### src/include/efc_pkg.sv
// Constants and types shared by the escaped frame codec
// Summary of operation
// - Mode setting 2 selects escaped framing; other settings use plain framing
// - Every frame starts with delimiter 0x7E; receiver finds frames by it
// - In escaped mode a raw 0x7E aborts the frame and starts a new one
// - Escaped mode sends 0x7D then the byte XORed with 0x20; code holds an escaped checksum's XORed byte until the next frame starts
// - Bytes escaped are exactly 0x7E, 0x7D, 0x11 and 0x13
// - Device escapes on transmit and removes escapes on receive first
// - Length counts unescaped frame-data bytes only, never inserted escapes
// - Checksum uses unescaped values, same for escaped and plain frames
// - Two length bytes follow the delimiter, high byte first, checksum excluded
// - First frame-data byte is the frame type identifier
// - Multi-byte values are sent most significant byte first
// - Transmit checksum is 0xFF minus low 8 bits of frame-data sum
// - Received frame valid only when data plus checksum sums to 0xFF
// - Frames with a bad checksum are invalid and their data is dropped
// - Bytes arriving before a start delimiter are silently dropped
// - Badly received or failing frames trigger a status frame with reason
// - Mode setting 1 is plain framing; escaped framing only on serial port
package efc_pkg;
  localparam logic [1:0] MODE_ESC = 2'h2;
  localparam logic [1:0] MODE_RAW = 2'h1;
  localparam logic [7:0] DELIM = 8'h7e;
  localparam logic [7:0] ESC = 8'h7d;
  localparam logic [7:0] ESC_XOR = 8'h20;
  localparam logic [7:0] XON = 8'h11;
  localparam logic [7:0] XOFF = 8'h13;
  localparam logic [7:0] CSUM_GOOD = 8'hff;
  localparam logic [7:0] BYTE_ZERO = 8'h00;
  localparam logic [15:0] LEN_ZERO = 16'h0000;
  localparam logic [15:0] LEN_ONE = 16'h0001;
  localparam int RXBUF_DEPTH = 256;
  localparam logic [15:0] RXBUF_MAX = 16'h0100;
  localparam int FIFO_DEPTH = 8;
  localparam int BYTE_W = 8;
  localparam logic [15:0] STAT_LEN = 16'h0002;
  // Status frame type; value is arbitrary
  localparam logic [7:0] STAT_TYPE = 8'hf0;
  localparam logic [7:0] ERR_CSUM = 8'h01;
  localparam logic [7:0] ERR_ABORT = 8'h02;
  localparam logic [7:0] ERR_LEN = 8'h03;

  typedef enum logic [5:0] {
    RX_HUNT = 6'h01, RX_LENH = 6'h02, RX_LENL = 6'h04,
    RX_DATA = 6'h08, RX_CSUM = 6'h10, RX_DRAIN = 6'h20
  } efc_rx_st_t;

  typedef enum logic [5:0] {
    TX_IDLE = 6'h01, TX_DELIM = 6'h02, TX_LENH = 6'h04,
    TX_LENL = 6'h08, TX_DATA = 6'h10, TX_CSUM = 6'h20
  } efc_tx_st_t;

  typedef struct packed {
    logic last;
    logic [7:0] data;
  } efc_beat_t;

  function automatic logic efc_needs_esc(input logic [7:0] b);
    return (b == DELIM) || (b == ESC) || (b == XON) || (b == XOFF);
  endfunction
endpackage

### src/hw/efc_codec.sv
// Frame codec: receive parser, frame buffer and transmit framer
`timescale 1ns/1ps
`default_nettype none
module efc_codec (
  input wire logic CLK,
  input wire logic RST_B,
  input wire logic [1:0] MODE_SEL,
  input wire logic RX_IN_VALID,
  input wire logic [7:0] RX_IN_BYTE,
  output logic RX_IN_READY,
  output logic RX_OUT_VALID,
  output var efc_pkg::efc_beat_t RX_OUT,
  input wire logic RX_OUT_READY,
  input wire logic TX_REQ_VALID,
  input wire logic [15:0] TX_REQ_LEN,
  output logic TX_REQ_READY,
  input wire logic TX_DATA_VALID,
  input wire logic [7:0] TX_DATA,
  output logic TX_DATA_READY,
  output logic TX_OUT_VALID,
  output logic [7:0] TX_OUT_BYTE,
  input wire logic TX_OUT_READY
);
  // ************************************************************
  // Declarations
  // ************************************************************
  logic escm;
  efc_pkg::efc_rx_st_t rx_st_r, rx_st_nxt;
  logic [15:0] len_r, len_nxt, idx_r, idx_nxt;
  logic [7:0] sum_r, sum_nxt;
  logic esc_r, esc_nxt;
  logic [7:0] rx_val, len_lo;
  logic rx_take, rx_plain, wr_en;
  logic err_ev;
  logic [7:0] err_code;
  efc_pkg::efc_beat_t ro_r, ro_nxt;
  logic ro_vld_r, ro_vld_nxt;
  logic [7:0] rxbuf [efc_pkg::RXBUF_DEPTH];
  logic stat_req_r, stat_req_nxt, take_stat;
  logic [7:0] reason_r, reason_nxt;
  efc_pkg::efc_tx_st_t tx_st_r, tx_st_nxt;
  logic [15:0] tlen_r, tlen_nxt, tcnt_r, tcnt_nxt;
  logic [7:0] tsum_r, tsum_nxt;
  logic tstat_r, tstat_nxt;
  logic tx_vld_r, tx_vld_nxt;
  logic [7:0] tx_out_r, tx_out_nxt;
  logic pend_r, pend_nxt;
  logic [7:0] pend_byte_r, pend_byte_nxt;
  logic tx_ld, raw_ok, need;
  logic [7:0] raw;
  logic fifo_vld, fifo_rd;
  logic [7:0] fifo_data;

  // Mode 2 escapes, anything else is plain framing; mode must be held
  // stable across a frame, a change mid-frame corrupts that frame
  assign escm = MODE_SEL == efc_pkg::MODE_ESC;
  assign RX_IN_READY = rx_st_r != efc_pkg::RX_DRAIN;
  assign rx_take = RX_IN_VALID && RX_IN_READY;
  assign rx_val = esc_r ? RX_IN_BYTE ^ efc_pkg::ESC_XOR : RX_IN_BYTE;
  assign rx_plain = rx_take && !(escm && (RX_IN_BYTE == efc_pkg::DELIM
                    || RX_IN_BYTE == efc_pkg::ESC));
  assign len_lo = rx_val;
  assign RX_OUT_VALID = ro_vld_r;
  assign RX_OUT = ro_r;

  // ************************************************************
  // Receive parser
  // ************************************************************
  always_comb begin
    rx_st_nxt = rx_st_r;
    len_nxt = len_r;
    idx_nxt = idx_r;
    sum_nxt = sum_r;
    esc_nxt = esc_r;
    wr_en = 1'b0;
    err_ev = 1'b0;
    err_code = efc_pkg::ERR_CSUM;
    ro_nxt = ro_r;
    ro_vld_nxt = ro_vld_r && !RX_OUT_READY;
    if (rx_take) begin
      if (escm && RX_IN_BYTE == efc_pkg::DELIM) begin
        // Raw delimiter restarts; partial frame is thrown away
        if (rx_st_r != efc_pkg::RX_HUNT) begin
          err_ev = 1'b1;
          err_code = efc_pkg::ERR_ABORT;
        end
        rx_st_nxt = efc_pkg::RX_LENH;
        len_nxt = efc_pkg::LEN_ZERO;
        idx_nxt = efc_pkg::LEN_ZERO;
        sum_nxt = efc_pkg::BYTE_ZERO;
        esc_nxt = 1'b0;
      end else if (escm && RX_IN_BYTE == efc_pkg::ESC
                   && rx_st_r != efc_pkg::RX_HUNT) begin
        esc_nxt = 1'b1;
      end else begin
        esc_nxt = 1'b0;
        case (rx_st_r)
          efc_pkg::RX_HUNT: begin
            if (RX_IN_BYTE == efc_pkg::DELIM) begin
              rx_st_nxt = efc_pkg::RX_LENH;
              len_nxt = efc_pkg::LEN_ZERO;
              idx_nxt = efc_pkg::LEN_ZERO;
              sum_nxt = efc_pkg::BYTE_ZERO;
            end
            // Anything else before a delimiter falls away
          end
          efc_pkg::RX_LENH: begin
            len_nxt = {rx_val, efc_pkg::BYTE_ZERO};
            rx_st_nxt = efc_pkg::RX_LENL;
          end
          efc_pkg::RX_LENL: begin
            len_nxt = {len_r[15:8], len_lo};
            // A frame must carry a type byte and fit the buffer
            if ({len_r[15:8], len_lo} == efc_pkg::LEN_ZERO
                || {len_r[15:8], len_lo} > efc_pkg::RXBUF_MAX) begin
              err_ev = 1'b1;
              err_code = efc_pkg::ERR_LEN;
              rx_st_nxt = efc_pkg::RX_HUNT;
            end else begin
              rx_st_nxt = efc_pkg::RX_DATA;
            end
          end
          efc_pkg::RX_DATA: begin
            // Only decoded bytes are counted and summed
            wr_en = 1'b1;
            sum_nxt = sum_r + rx_val;
            idx_nxt = idx_r + efc_pkg::LEN_ONE;
            if (idx_r + efc_pkg::LEN_ONE == len_r) begin
              rx_st_nxt = efc_pkg::RX_CSUM;
            end
          end
          efc_pkg::RX_CSUM: begin
            idx_nxt = efc_pkg::LEN_ZERO;
            if (8'(sum_r + rx_val) == efc_pkg::CSUM_GOOD) begin
              rx_st_nxt = efc_pkg::RX_DRAIN;
            end else begin
              err_ev = 1'b1;
              err_code = efc_pkg::ERR_CSUM;
              rx_st_nxt = efc_pkg::RX_HUNT;
            end
          end
          default: begin
            rx_st_nxt = efc_pkg::RX_HUNT;
          end
        endcase
      end
    end
    // Only a checked frame leaves the buffer
    if (rx_st_r == efc_pkg::RX_DRAIN && (!ro_vld_r || RX_OUT_READY)) begin
      if (idx_r == len_r) begin
        rx_st_nxt = efc_pkg::RX_HUNT;
        sum_nxt = efc_pkg::BYTE_ZERO;
      end else begin
        ro_vld_nxt = 1'b1;
        ro_nxt.data = rxbuf[idx_r[7:0]];
        ro_nxt.last = idx_r + efc_pkg::LEN_ONE == len_r;
        idx_nxt = idx_r + efc_pkg::LEN_ONE;
      end
    end
  end

  always_ff @(posedge CLK) begin
    if (!RST_B) begin
      rx_st_r <= efc_pkg::RX_HUNT;
      len_r <= efc_pkg::LEN_ZERO;
      idx_r <= efc_pkg::LEN_ZERO;
      sum_r <= efc_pkg::BYTE_ZERO;
      esc_r <= 1'b0;
      ro_r <= '0;
      ro_vld_r <= 1'b0;
    end else begin
      rx_st_r <= rx_st_nxt;
      len_r <= len_nxt;
      idx_r <= idx_nxt;
      sum_r <= sum_nxt;
      esc_r <= esc_nxt;
      ro_r <= ro_nxt;
      ro_vld_r <= ro_vld_nxt;
    end
  end

  always_ff @(posedge CLK) begin
    if (wr_en) begin
      rxbuf[idx_r[7:0]] <= rx_val;
    end
  end

  // ************************************************************
  // Status request; a new error wins over the framer taking it
  // ************************************************************
  always_comb begin
    stat_req_nxt = err_ev || (stat_req_r && !take_stat);
    reason_nxt = err_ev ? err_code : reason_r;
  end

  always_ff @(posedge CLK) begin
    if (!RST_B) begin
      stat_req_r <= 1'b0;
      reason_r <= efc_pkg::BYTE_ZERO;
    end else begin
      stat_req_r <= stat_req_nxt;
      reason_r <= reason_nxt;
    end
  end

  // ************************************************************
  // Transmit frame data buffer
  // ************************************************************
  efc_fifo #(
    .WIDTH(efc_pkg::BYTE_W),
    .DEPTH(efc_pkg::FIFO_DEPTH)
  ) u_fifo (
    .clk(CLK),
    .rst_b(RST_B),
    .in_valid(TX_DATA_VALID),
    .in_ready(TX_DATA_READY),
    .in_data(TX_DATA),
    .out_valid(fifo_vld),
    .out_ready(fifo_rd),
    .out_data(fifo_data)
  );

  // ************************************************************
  // Transmit framer
  // ************************************************************
  assign TX_REQ_READY = tx_st_r == efc_pkg::TX_IDLE && !stat_req_r;
  assign TX_OUT_VALID = tx_vld_r;
  assign TX_OUT_BYTE = tx_out_r;
  assign tx_ld = !tx_vld_r || TX_OUT_READY;

  always_comb begin
    raw = efc_pkg::DELIM;
    case (tx_st_r)
      efc_pkg::TX_LENH: raw = tlen_r[15:8];
      efc_pkg::TX_LENL: raw = tlen_r[7:0];
      efc_pkg::TX_DATA: begin
        if (tstat_r) begin
          raw = tcnt_r == efc_pkg::STAT_LEN ? efc_pkg::STAT_TYPE : reason_r;
        end else begin
          raw = fifo_data;
        end
      end
      efc_pkg::TX_CSUM: raw = efc_pkg::CSUM_GOOD - tsum_r;
      default: raw = efc_pkg::DELIM;
    endcase
    raw_ok = tx_st_r != efc_pkg::TX_IDLE
             && (tx_st_r != efc_pkg::TX_DATA || tstat_r || fifo_vld);
    // The delimiter itself is never escaped
    need = escm && tx_st_r != efc_pkg::TX_DELIM
           && efc_pkg::efc_needs_esc(raw);
  end

  always_comb begin
    tx_st_nxt = tx_st_r;
    tlen_nxt = tlen_r;
    tcnt_nxt = tcnt_r;
    tsum_nxt = tsum_r;
    tstat_nxt = tstat_r;
    tx_vld_nxt = tx_vld_r && !TX_OUT_READY;
    tx_out_nxt = tx_out_r;
    pend_nxt = pend_r;
    pend_byte_nxt = pend_byte_r;
    fifo_rd = 1'b0;
    take_stat = 1'b0;
    if (tx_st_r == efc_pkg::TX_IDLE) begin
      if (stat_req_r) begin
        take_stat = 1'b1;
        tstat_nxt = 1'b1;
        tlen_nxt = efc_pkg::STAT_LEN;
        tcnt_nxt = efc_pkg::STAT_LEN;
        tsum_nxt = efc_pkg::BYTE_ZERO;
        tx_st_nxt = efc_pkg::TX_DELIM;
      end else if (TX_REQ_VALID) begin
        tstat_nxt = 1'b0;
        tlen_nxt = TX_REQ_LEN;
        tcnt_nxt = TX_REQ_LEN;
        tsum_nxt = efc_pkg::BYTE_ZERO;
        tx_st_nxt = efc_pkg::TX_DELIM;
      end
    end else if (tx_ld && pend_r) begin
      tx_vld_nxt = 1'b1;
      tx_out_nxt = pend_byte_r;
      pend_nxt = 1'b0;
    end else if (tx_ld && raw_ok) begin
      tx_vld_nxt = 1'b1;
      if (need) begin
        tx_out_nxt = efc_pkg::ESC;
        pend_nxt = 1'b1;
        pend_byte_nxt = raw ^ efc_pkg::ESC_XOR;
      end else begin
        tx_out_nxt = raw;
      end
      case (tx_st_r)
        efc_pkg::TX_DELIM: tx_st_nxt = efc_pkg::TX_LENH;
        efc_pkg::TX_LENH: tx_st_nxt = efc_pkg::TX_LENL;
        efc_pkg::TX_LENL: begin
          tx_st_nxt = tcnt_r == efc_pkg::LEN_ZERO ? efc_pkg::TX_CSUM
                      : efc_pkg::TX_DATA;
        end
        efc_pkg::TX_DATA: begin
          tsum_nxt = tsum_r + raw;
          tcnt_nxt = tcnt_r - efc_pkg::LEN_ONE;
          fifo_rd = !tstat_r;
          if (tcnt_r == efc_pkg::LEN_ONE) begin
            tx_st_nxt = efc_pkg::TX_CSUM;
          end
        end
        default: tx_st_nxt = efc_pkg::TX_IDLE;
      endcase
    end
  end

  always_ff @(posedge CLK) begin
    if (!RST_B) begin
      tx_st_r <= efc_pkg::TX_IDLE;
      tlen_r <= efc_pkg::LEN_ZERO;
      tcnt_r <= efc_pkg::LEN_ZERO;
      tsum_r <= efc_pkg::BYTE_ZERO;
      tstat_r <= 1'b0;
      tx_vld_r <= 1'b0;
      tx_out_r <= efc_pkg::BYTE_ZERO;
      pend_r <= 1'b0;
      pend_byte_r <= efc_pkg::BYTE_ZERO;
    end else begin
      tx_st_r <= tx_st_nxt;
      tlen_r <= tlen_nxt;
      tcnt_r <= tcnt_nxt;
      tsum_r <= tsum_nxt;
      tstat_r <= tstat_nxt;
      tx_vld_r <= tx_vld_nxt;
      tx_out_r <= tx_out_nxt;
      pend_r <= pend_nxt;
      pend_byte_r <= pend_byte_nxt;
    end
  end
endmodule
`default_nettype wire

### src/hw/efc_fifo.sv
// Small valid/ready FIFO for transmit frame data
`timescale 1ns/1ps
`default_nettype none
module efc_fifo #(
  parameter int WIDTH = 8,
  parameter int DEPTH = 8
) (
  input wire logic clk,
  input wire logic rst_b,
  input wire logic in_valid,
  output logic in_ready,
  input wire logic [WIDTH-1:0] in_data,
  output logic out_valid,
  input wire logic out_ready,
  output logic [WIDTH-1:0] out_data
);
  // DEPTH must be a power of two; pointers carry one wrap bit
  localparam int AW = $clog2(DEPTH);
  localparam logic [AW:0] FULL_CNT = (AW+1)'(DEPTH);
  logic [WIDTH-1:0] mem [DEPTH];
  logic [AW:0] wp_r, wp_nxt, rp_r, rp_nxt;
  logic push, pop;

  assign in_ready = (wp_r - rp_r) != FULL_CNT;
  assign out_valid = wp_r != rp_r;
  assign out_data = mem[rp_r[AW-1:0]];
  assign push = in_valid && in_ready;
  assign pop = out_valid && out_ready;

  always_comb begin
    wp_nxt = push ? wp_r + 1'b1 : wp_r;
    rp_nxt = pop ? rp_r + 1'b1 : rp_r;
  end

  always_ff @(posedge clk) begin
    if (!rst_b) begin
      wp_r <= '0;
      rp_r <= '0;
    end else begin
      wp_r <= wp_nxt;
      rp_r <= rp_nxt;
    end
  end

  always_ff @(posedge clk) begin
    if (push) begin
      mem[wp_r[AW-1:0]] <= in_data;
    end
  end
endmodule
`default_nettype wire

### config.mk
export PLATFORM = sky130hd
export DESIGN_NAME = efc_codec
export DESIGN_NICKNAME = d
export VERILOG_FILES = /design/src/include/efc_pkg.sv /design/src/hw/efc_codec.sv /design/src/hw/efc_fifo.sv
export SDC_FILE = /design/constraint.sdc
export NUM_CORES = 2
export LEC_CHECK = 0
export BUFFER_PORTS_ARGS = -buffer_cell sky130_fd_sc_hd__clkbuf_2
export CAP_MARGIN = 30
export CELL_PAD_IN_SITES_DETAIL_PLACEMENT = 2
export CELL_PAD_IN_SITES_GLOBAL_PLACEMENT = 2
export CORE_ASPECT_RATIO = 1.25
export CORE_MARGIN = 2
export CORE_UTILIZATION = 45
export CTS_BUF_LIST = sky130_fd_sc_hd__clkbuf_2 sky130_fd_sc_hd__clkbuf_4 sky130_fd_sc_hd__clkbuf_8
export CTS_CLUSTER_SIZE = 25
export DETAILED_ROUTE_END_ITERATION = 16
export MAX_ROUTING_LAYER = met4
export PLACE_DENSITY = 0.69
export REMOVE_ABC_BUFFERS = 1
export SETUP_SLACK_MARGIN = 0.2
export SLEW_MARGIN = 20
export SYNTH_ARGS = -nofsm -noshare
export SYNTH_HDL_FRONTEND = slang
export SYNTH_SLANG_ARGS = --single-unit
### constraint.sdc
create_clock -name CLK -period 12.1 [get_ports CLK]
set_clock_uncertainty 0.2 [all_clocks]
set_input_delay 0.605 -clock CLK [delete_from_list [all_inputs] [get_ports CLK]]
set_output_delay 0.605 -clock CLK [all_outputs]
set_load 0.005 [all_outputs]
==> results of run 1 <==
-- synth_stat cells (all sizes together), types with 5 or more instances --
| cell | instances | area, µm² |
|---|---|---|
| a22oi | 37 | 278 |
| nor2 | 390 | 1460 |
| and3 | 13 | 82.6 |
| nor3b | 11 | 98.8 |
| mux2i | 35 | 350 |
| a21o | 5 | 37.5 |
| dfxtp | 136 | 2720 |
| nor4 | 12 | 75.1 |
| clkbuf | 161 | 606 |
| or4 | 6 | 46.3 |
| o211ai | 8 | 60.1 |
| o311ai | 5 | 51.3 |
| buf | 96 | 440 |
| or3 | 9 | 56.3 |
| xnor2 | 25 | 219 |
| nand2b | 17 | 106 |
| a31oi | 14 | 87.6 |
| ha | 27 | 338 |
| inv | 36 | 135 |
| nand2 | 131 | 492 |
| o21ai | 67 | 335 |
| nand3 | 94 | 470 |
| o22ai | 8 | 50.1 |
| edfxtp | 2112 | 63400 |
| xor2 | 21 | 184 |
| a311oi | 5 | 43.8 |
| or2 | 5 | 31.3 |
| and2 | 6 | 37.5 |
| a32oi | 7 | 61.3 |
| and4 | 7 | 61.3 |
| a32o | 5 | 50.1 |
| a211oi | 6 | 45.0 |
| o21a | 15 | 113 |
| nor3 | 56 | 280 |
| nand3b | 13 | 97.6 |
| nand4 | 19 | 119 |
| a21oi | 118 | 591 |
| mux4 | 652 | 14700 |
| nor2b | 34 | 213 |
| a21boi | 8 | 60.1 |
| a221oi | 6 | 52.6 |
-- kinds of logic after synthesis --
group,after synthesis
AO/OA/AOI/OAI,350
XOR/XNOR,46
adder cells (fa/ha/maj),29
buffers and inverters,293
flip-flops,2248
multiplexers,689
AND/OR/NAND/NOR,837
-- through the flow --
| step | hold WS [ns] | cells | cell area, µm² | worst slack (ns) |
|---|---|---|---|---|
| after floorplan | 0.225 | 4235 | 88300 | -12.68 |
| after global placement | 0.237 | 6968 | 92800 | 6.90 |
==> impl_summary.md, run 1 <==
Synth
Yosys printed 0 warnings. The post-synthesis cell count is 4492. For this run, asynchronously set or reset flops after synthesis account for 0%. Summing the areas of all xor and xnor instances in the mapped netlist gives 0.451% of the synthesized area.

The area fraction in and, or, nand and nor cells after synthesis is about 4.3%. The top flip-flop cell by instance count after synthesis is edfxtp_1. Of the synthesized area, sequential elements account for 74.1%.

The synthesized design contains between 2000 and 2500 register bits. The post-synthesis cell type count is 85. The portion of synthesized area spent on multiplexers is 16.9%. The combinational family with the most area after synthesis is multiplexers. The synthesized area divided by synthesized cell count is 19.9 µm². After Yosys synthesis, full adders, half adders and majority gates account for 0.423% of the synthesized area.

The complex-gate fraction of the synthesized area is between 2 and 3%. The mapped netlist covers 89300 µm². The number of synthesized flops with an enable pin is 2112.

Status
The tool reported: "[ERROR DPL-0033] detailed placement checks failed during check placement". The stage where the flow stopped is detailed placement (3_5_place_dp). The run stopped with a tool error.

Place
The count of input and output buffers is between 60 and 70. Detailed placement finished with a half-perimeter wire length of 184 mm. At the end of routability-driven placement, the weighted congestion stood at 0.824.

Floorplanning
After floorplanning, the core was divided into 182 placement rows. The I/O pin count is 63. Once the floorplan was initialized, standard cells occupied a little under half of the core. The overall die width is around 400 µm. The height of the die is 502 µm.
==> inputs of run 2 (changes only) <==
==> config.mk (replaced) <==
export PLATFORM = sky130hd
export DESIGN_NAME = efc_codec
export DESIGN_NICKNAME = d
export VERILOG_FILES = /design/src/include/efc_pkg.sv /design/src/hw/efc_codec.sv /design/src/hw/efc_fifo.sv
export SDC_FILE = /design/constraint.sdc
export NUM_CORES = 2
export LEC_CHECK = 0
export BUFFER_PORTS_ARGS = -buffer_cell sky130_fd_sc_hd__clkbuf_2
export CAP_MARGIN = 30
export CORE_MARGIN = 2
export CORE_UTILIZATION = 30
export DETAILED_ROUTE_END_ITERATION = 16
export PLACE_DENSITY_LB_ADDON = 0.15
export REMOVE_ABC_BUFFERS = 1
export SLEW_MARGIN = 20
export SYNTH_ARGS = -nofsm -noshare
export SYNTH_HDL_FRONTEND = slang
export SYNTH_SLANG_ARGS = --single-unit
==> impl_summary.md, run 2 <==
Synth
The number of synthesized flops with an enable pin is 2112. The post-synthesis cell count is 4492. The proportion of netlist area held by the largest area contributor is between 70% and 80%. The largest area contributor in the synthesized netlist is edfxtp_1. By area the synthesized netlist is led by edfxtp_1, mux4_2, dfxtp_1, nor2_1, clkbuf_1.

The number of warnings printed during yosys synthesis is 0. After synthesis, the share of flip-flops with an asynchronous set or reset is 0%. Among all flip-flop cells after synthesis, the most frequent one is edfxtp_1.

In this run, synthesis produced a sequential element count of around 2200. The most used standard cell by instance count after synthesis is edfxtp_1. The post-synthesis cell type count is 85. The synthesized cell area is 89300 µm².

Ranked by instance count, the synthesized netlist is headed by edfxtp_1, mux4_2, nor2_1. The synthesized area divided by synthesized cell count is 19.9 µm². The share of the yosys chip area belonging to registers is 74.1%.

Timing
The shortest clock period the worst path allows after layout is 5.52 ns. The tightest hold path in the finished design has a slack of about 0.12 ns. The measured slew at the worst slew-check pin is 1.32 ns. The final period utilization is a little under half. The worst pin sits at a relative slew slack of ~12%. The total count of max-transition violations in the final report was 0.

The number of failing setup endpoints in the final timing report is 0. Adding up every negative setup slack in the final design gives 0 ns. Setup repair after global routing left no endpoint under its margin. The highest clock frequency the design can meet is 0.181 GHz. The final-report hold violation count is 0.

Place
Detailed placement finished with a half-perimeter wire length of 154 mm. The routability-driven placement congestion ratio is about 0.8. The count of input and output buffers is between 60 and 70.

Floorplanning
The initial core utilization is 30.1%. During I/O placement, the number of pins put on the boundary was between 60 and 70. The floorplan has 200 rows. The full die area is slightly above 300000 µm².

The total core area is 297000 µm². The height of the die is 550 µm. The die is about 550 µm wide.

Global route
The largest net degree at the start of global routing is ~190. The residual overflow from global routing is 0. The number of global-route vias before repair is 46000. The overall track demand over capacity in global routing is 16.5%.

The number of antenna violations at the first check in global routing came to 9. The first global-routing pass estimated 358 mm of wire.

Hold path
The type of the tightest min-delay check is in -> reg.

Job
The max-cap check violation count is 0.

Detailed routing
The number of optimization iterations in the first detailed-route pass is 7. The violation count after the first detailed-routing iteration is 4399. The detail route stage leaves a number of antenna-violating nets equal to 0. Dividing the detail-routed wire length by the instance count gives ~28 µm. The overall via count from detail_route is 44900. Dividing the detail-routed via count by the number of cells gives 5.04. The total wirelength of the detailed-routed design is 251 mm.

The total DRC errors in the routed layout is 0.

Layout
The area growth from synthesis to layout is 15.4%. The library cells used most frequently in the layout, excluding fill and tap cells, are edfxtp_1, mux4_2, nor2_1. The most common cell after layout, fill and taps aside is edfxtp_1. The final layout contains 4830 nets. The flip-flop count of the largest register after layout is 2048. The fraction of final layout cells with drive strength greater than 1 is 25.8%.

Pwr
The leakage component of the power is 30.6 nW. For this design the total switching power over the nets is 3.61 mW. The part of the power in registers is 52.6%. The share of total power dissipated in the clock network is 43.1%.

The internal cell power is 12.8 mW. Net switching is 22.1% of the power. The largest vdd supply drop is 0.000145 V. In this run, the combinational gates consume under 10% of the power. The power per cell area is roughly 160 nW/µm².

Worst setup path
The worst setup path is captured at a flip-flop. By startpoint and endpoint, the worst setup path is classified as reg -> reg. The element type at the critical path start is a flip-flop. Along the worst path, the maximum fanout reaches about 100. At the worst endpoint, the arrival time is 6.05 ns.

The critical path required time is about 13 ns.

Clock tree
The CTS tree is done. The number of buffers added by the clock tree synthesis step is 240. No sink is reached through more buffers than the 4 on the longest clock path.

The clock sink count is between 2000 and 2500. In this run the number of H-tree levels came out at 4. Once the clock tree was built, the setup fixing pass inserted 0 buffers. After clock tree synthesis, the flow added hold-fix buffers numbering 35. The clock latency at the later pin of the worst-skew pair is 0.89 ns. The number of gates resized after cts is 0.

In this run the clock root is driven by a clkbuf_16. After clock tree synthesis, the clock-pin slew on the worst setup and hold paths is ~0.060 ns.

Status
The run finished with clean final reports.
-- run 2: area by class of cell --
class	instances	area, µm²
inverters	36	136
flip-flops and latches	2248	66200
well taps	3939	4930
multi-input cells	1951	22100
repair buffers	283	2360
fillers	27800	193000
clock inverters	149	1130
diodes	5	12.5
clock buffers	283	6250
-- run 2: cell families (layout without fill, tap and decap cells) --
| family | count (synthesis) | in the layout | synth area share, % |
|---|---|---|---|
| other | 0 | 5 | 0 |
| multiplexers | 689 | 689 | 16.9 |
| buffers and inverters | 293 | 751 | 1.32 |
| flip-flops | 2248 | 2248 | 74.1 |
| adder cells (fa/ha/maj) | 29 | 29 | 0.423 |
| XOR/XNOR | 46 | 46 | 0.451 |
| AND/OR/NAND/NOR | 837 | 837 | 4.34 |
| AO/OA/AOI/OAI | 350 | 350 | 2.54 |
-- run 2: path summary, 6_finish.rpt --
kind | from | to | slack, ns | depth (start not counted)
worst max-delay path | idx_r[1]$_SDFF_PN0_ | RX_OUT[2]$_SDFFE_PN0P_ | 6.58 | 9
worst min-delay path | RX_IN_BYTE[5] | rxbuf[154][5]$_DFFE_PP_ | 0.12 | 2
worst max register to register | idx_r[1]$_SDFF_PN0_ | RX_OUT[2]$_SDFFE_PN0P_ | 6.58 | 9
worst min register to register | pend_byte_r[4]$_SDFFE_PN0P_ | pend_byte_r[4]$_SDFFE_PN0P_ | 0.25 | 2
-- run 2: stage by stage --
| step | std cells | power, mW | util, % | cell area, µm² | setup WS [ns] |
|---|---|---|---|---|---|
| finish | 8894 | 16.4 | 34.8 | 103000 | 6.58 |
| global route | 8890 | 16.9 | 34.8 | 103000 | 6.40 |
| CTS | 8863 | 16.6 | 34.7 | 103000 | 6.55 |
| detailed placement | 8396 | 9.48 | 32.0 | 95000 | 6.54 |
| global placement | 8356 | 9.46 | 31.9 | 94700 | 6.56 |
| floorplan | 4235 | 9.16 | - | 88300 | -12.68 |
-- run 2: routing by layer --
| metal | GRT usage (%) | vias to the layer above | share of wire, % |
|---|---|---|---|
| met1 | 23.5 | 24400 | 46 |
| met2 | 26.3 | 1120 | 47 |
| li1 | - | 19000 | - |
| met3 | 2.41 | 313 | 4.6 |
| met5 | 0 | - | 0 |
| met4 | 4.16 | 0 | 2.2 |
-- run 2: power groups by stage --
stage / clock network, mW / registers [mW] / logic (mW)
2_1_floorplan: 0 / 8.76 / 0.394
3_3_place_gp: 0 / 8.77 / 0.696
3_5_place_dp: 0 / 8.77 / 0.709
4_1_cts: 7.24 / 8.60 / 0.722
5_1_grt: 7.51 / 8.61 / 0.796
6_report: 7.05 / 8.61 / 0.716
-- run 2: critical path, cell delays in order (launching register included) --
cell and delay (ns):
dfxtp_4 0.68, buf_4 0.72, buf_12 0.58, buf_4 0.76
mux4_2 0.47, mux4_2 0.49, mux2i_1 0.19, nor3_1 0.09
nor4_1 0.74, a31oi_1 0.16
Note: power is estimated with default switching activity, not from simulation.
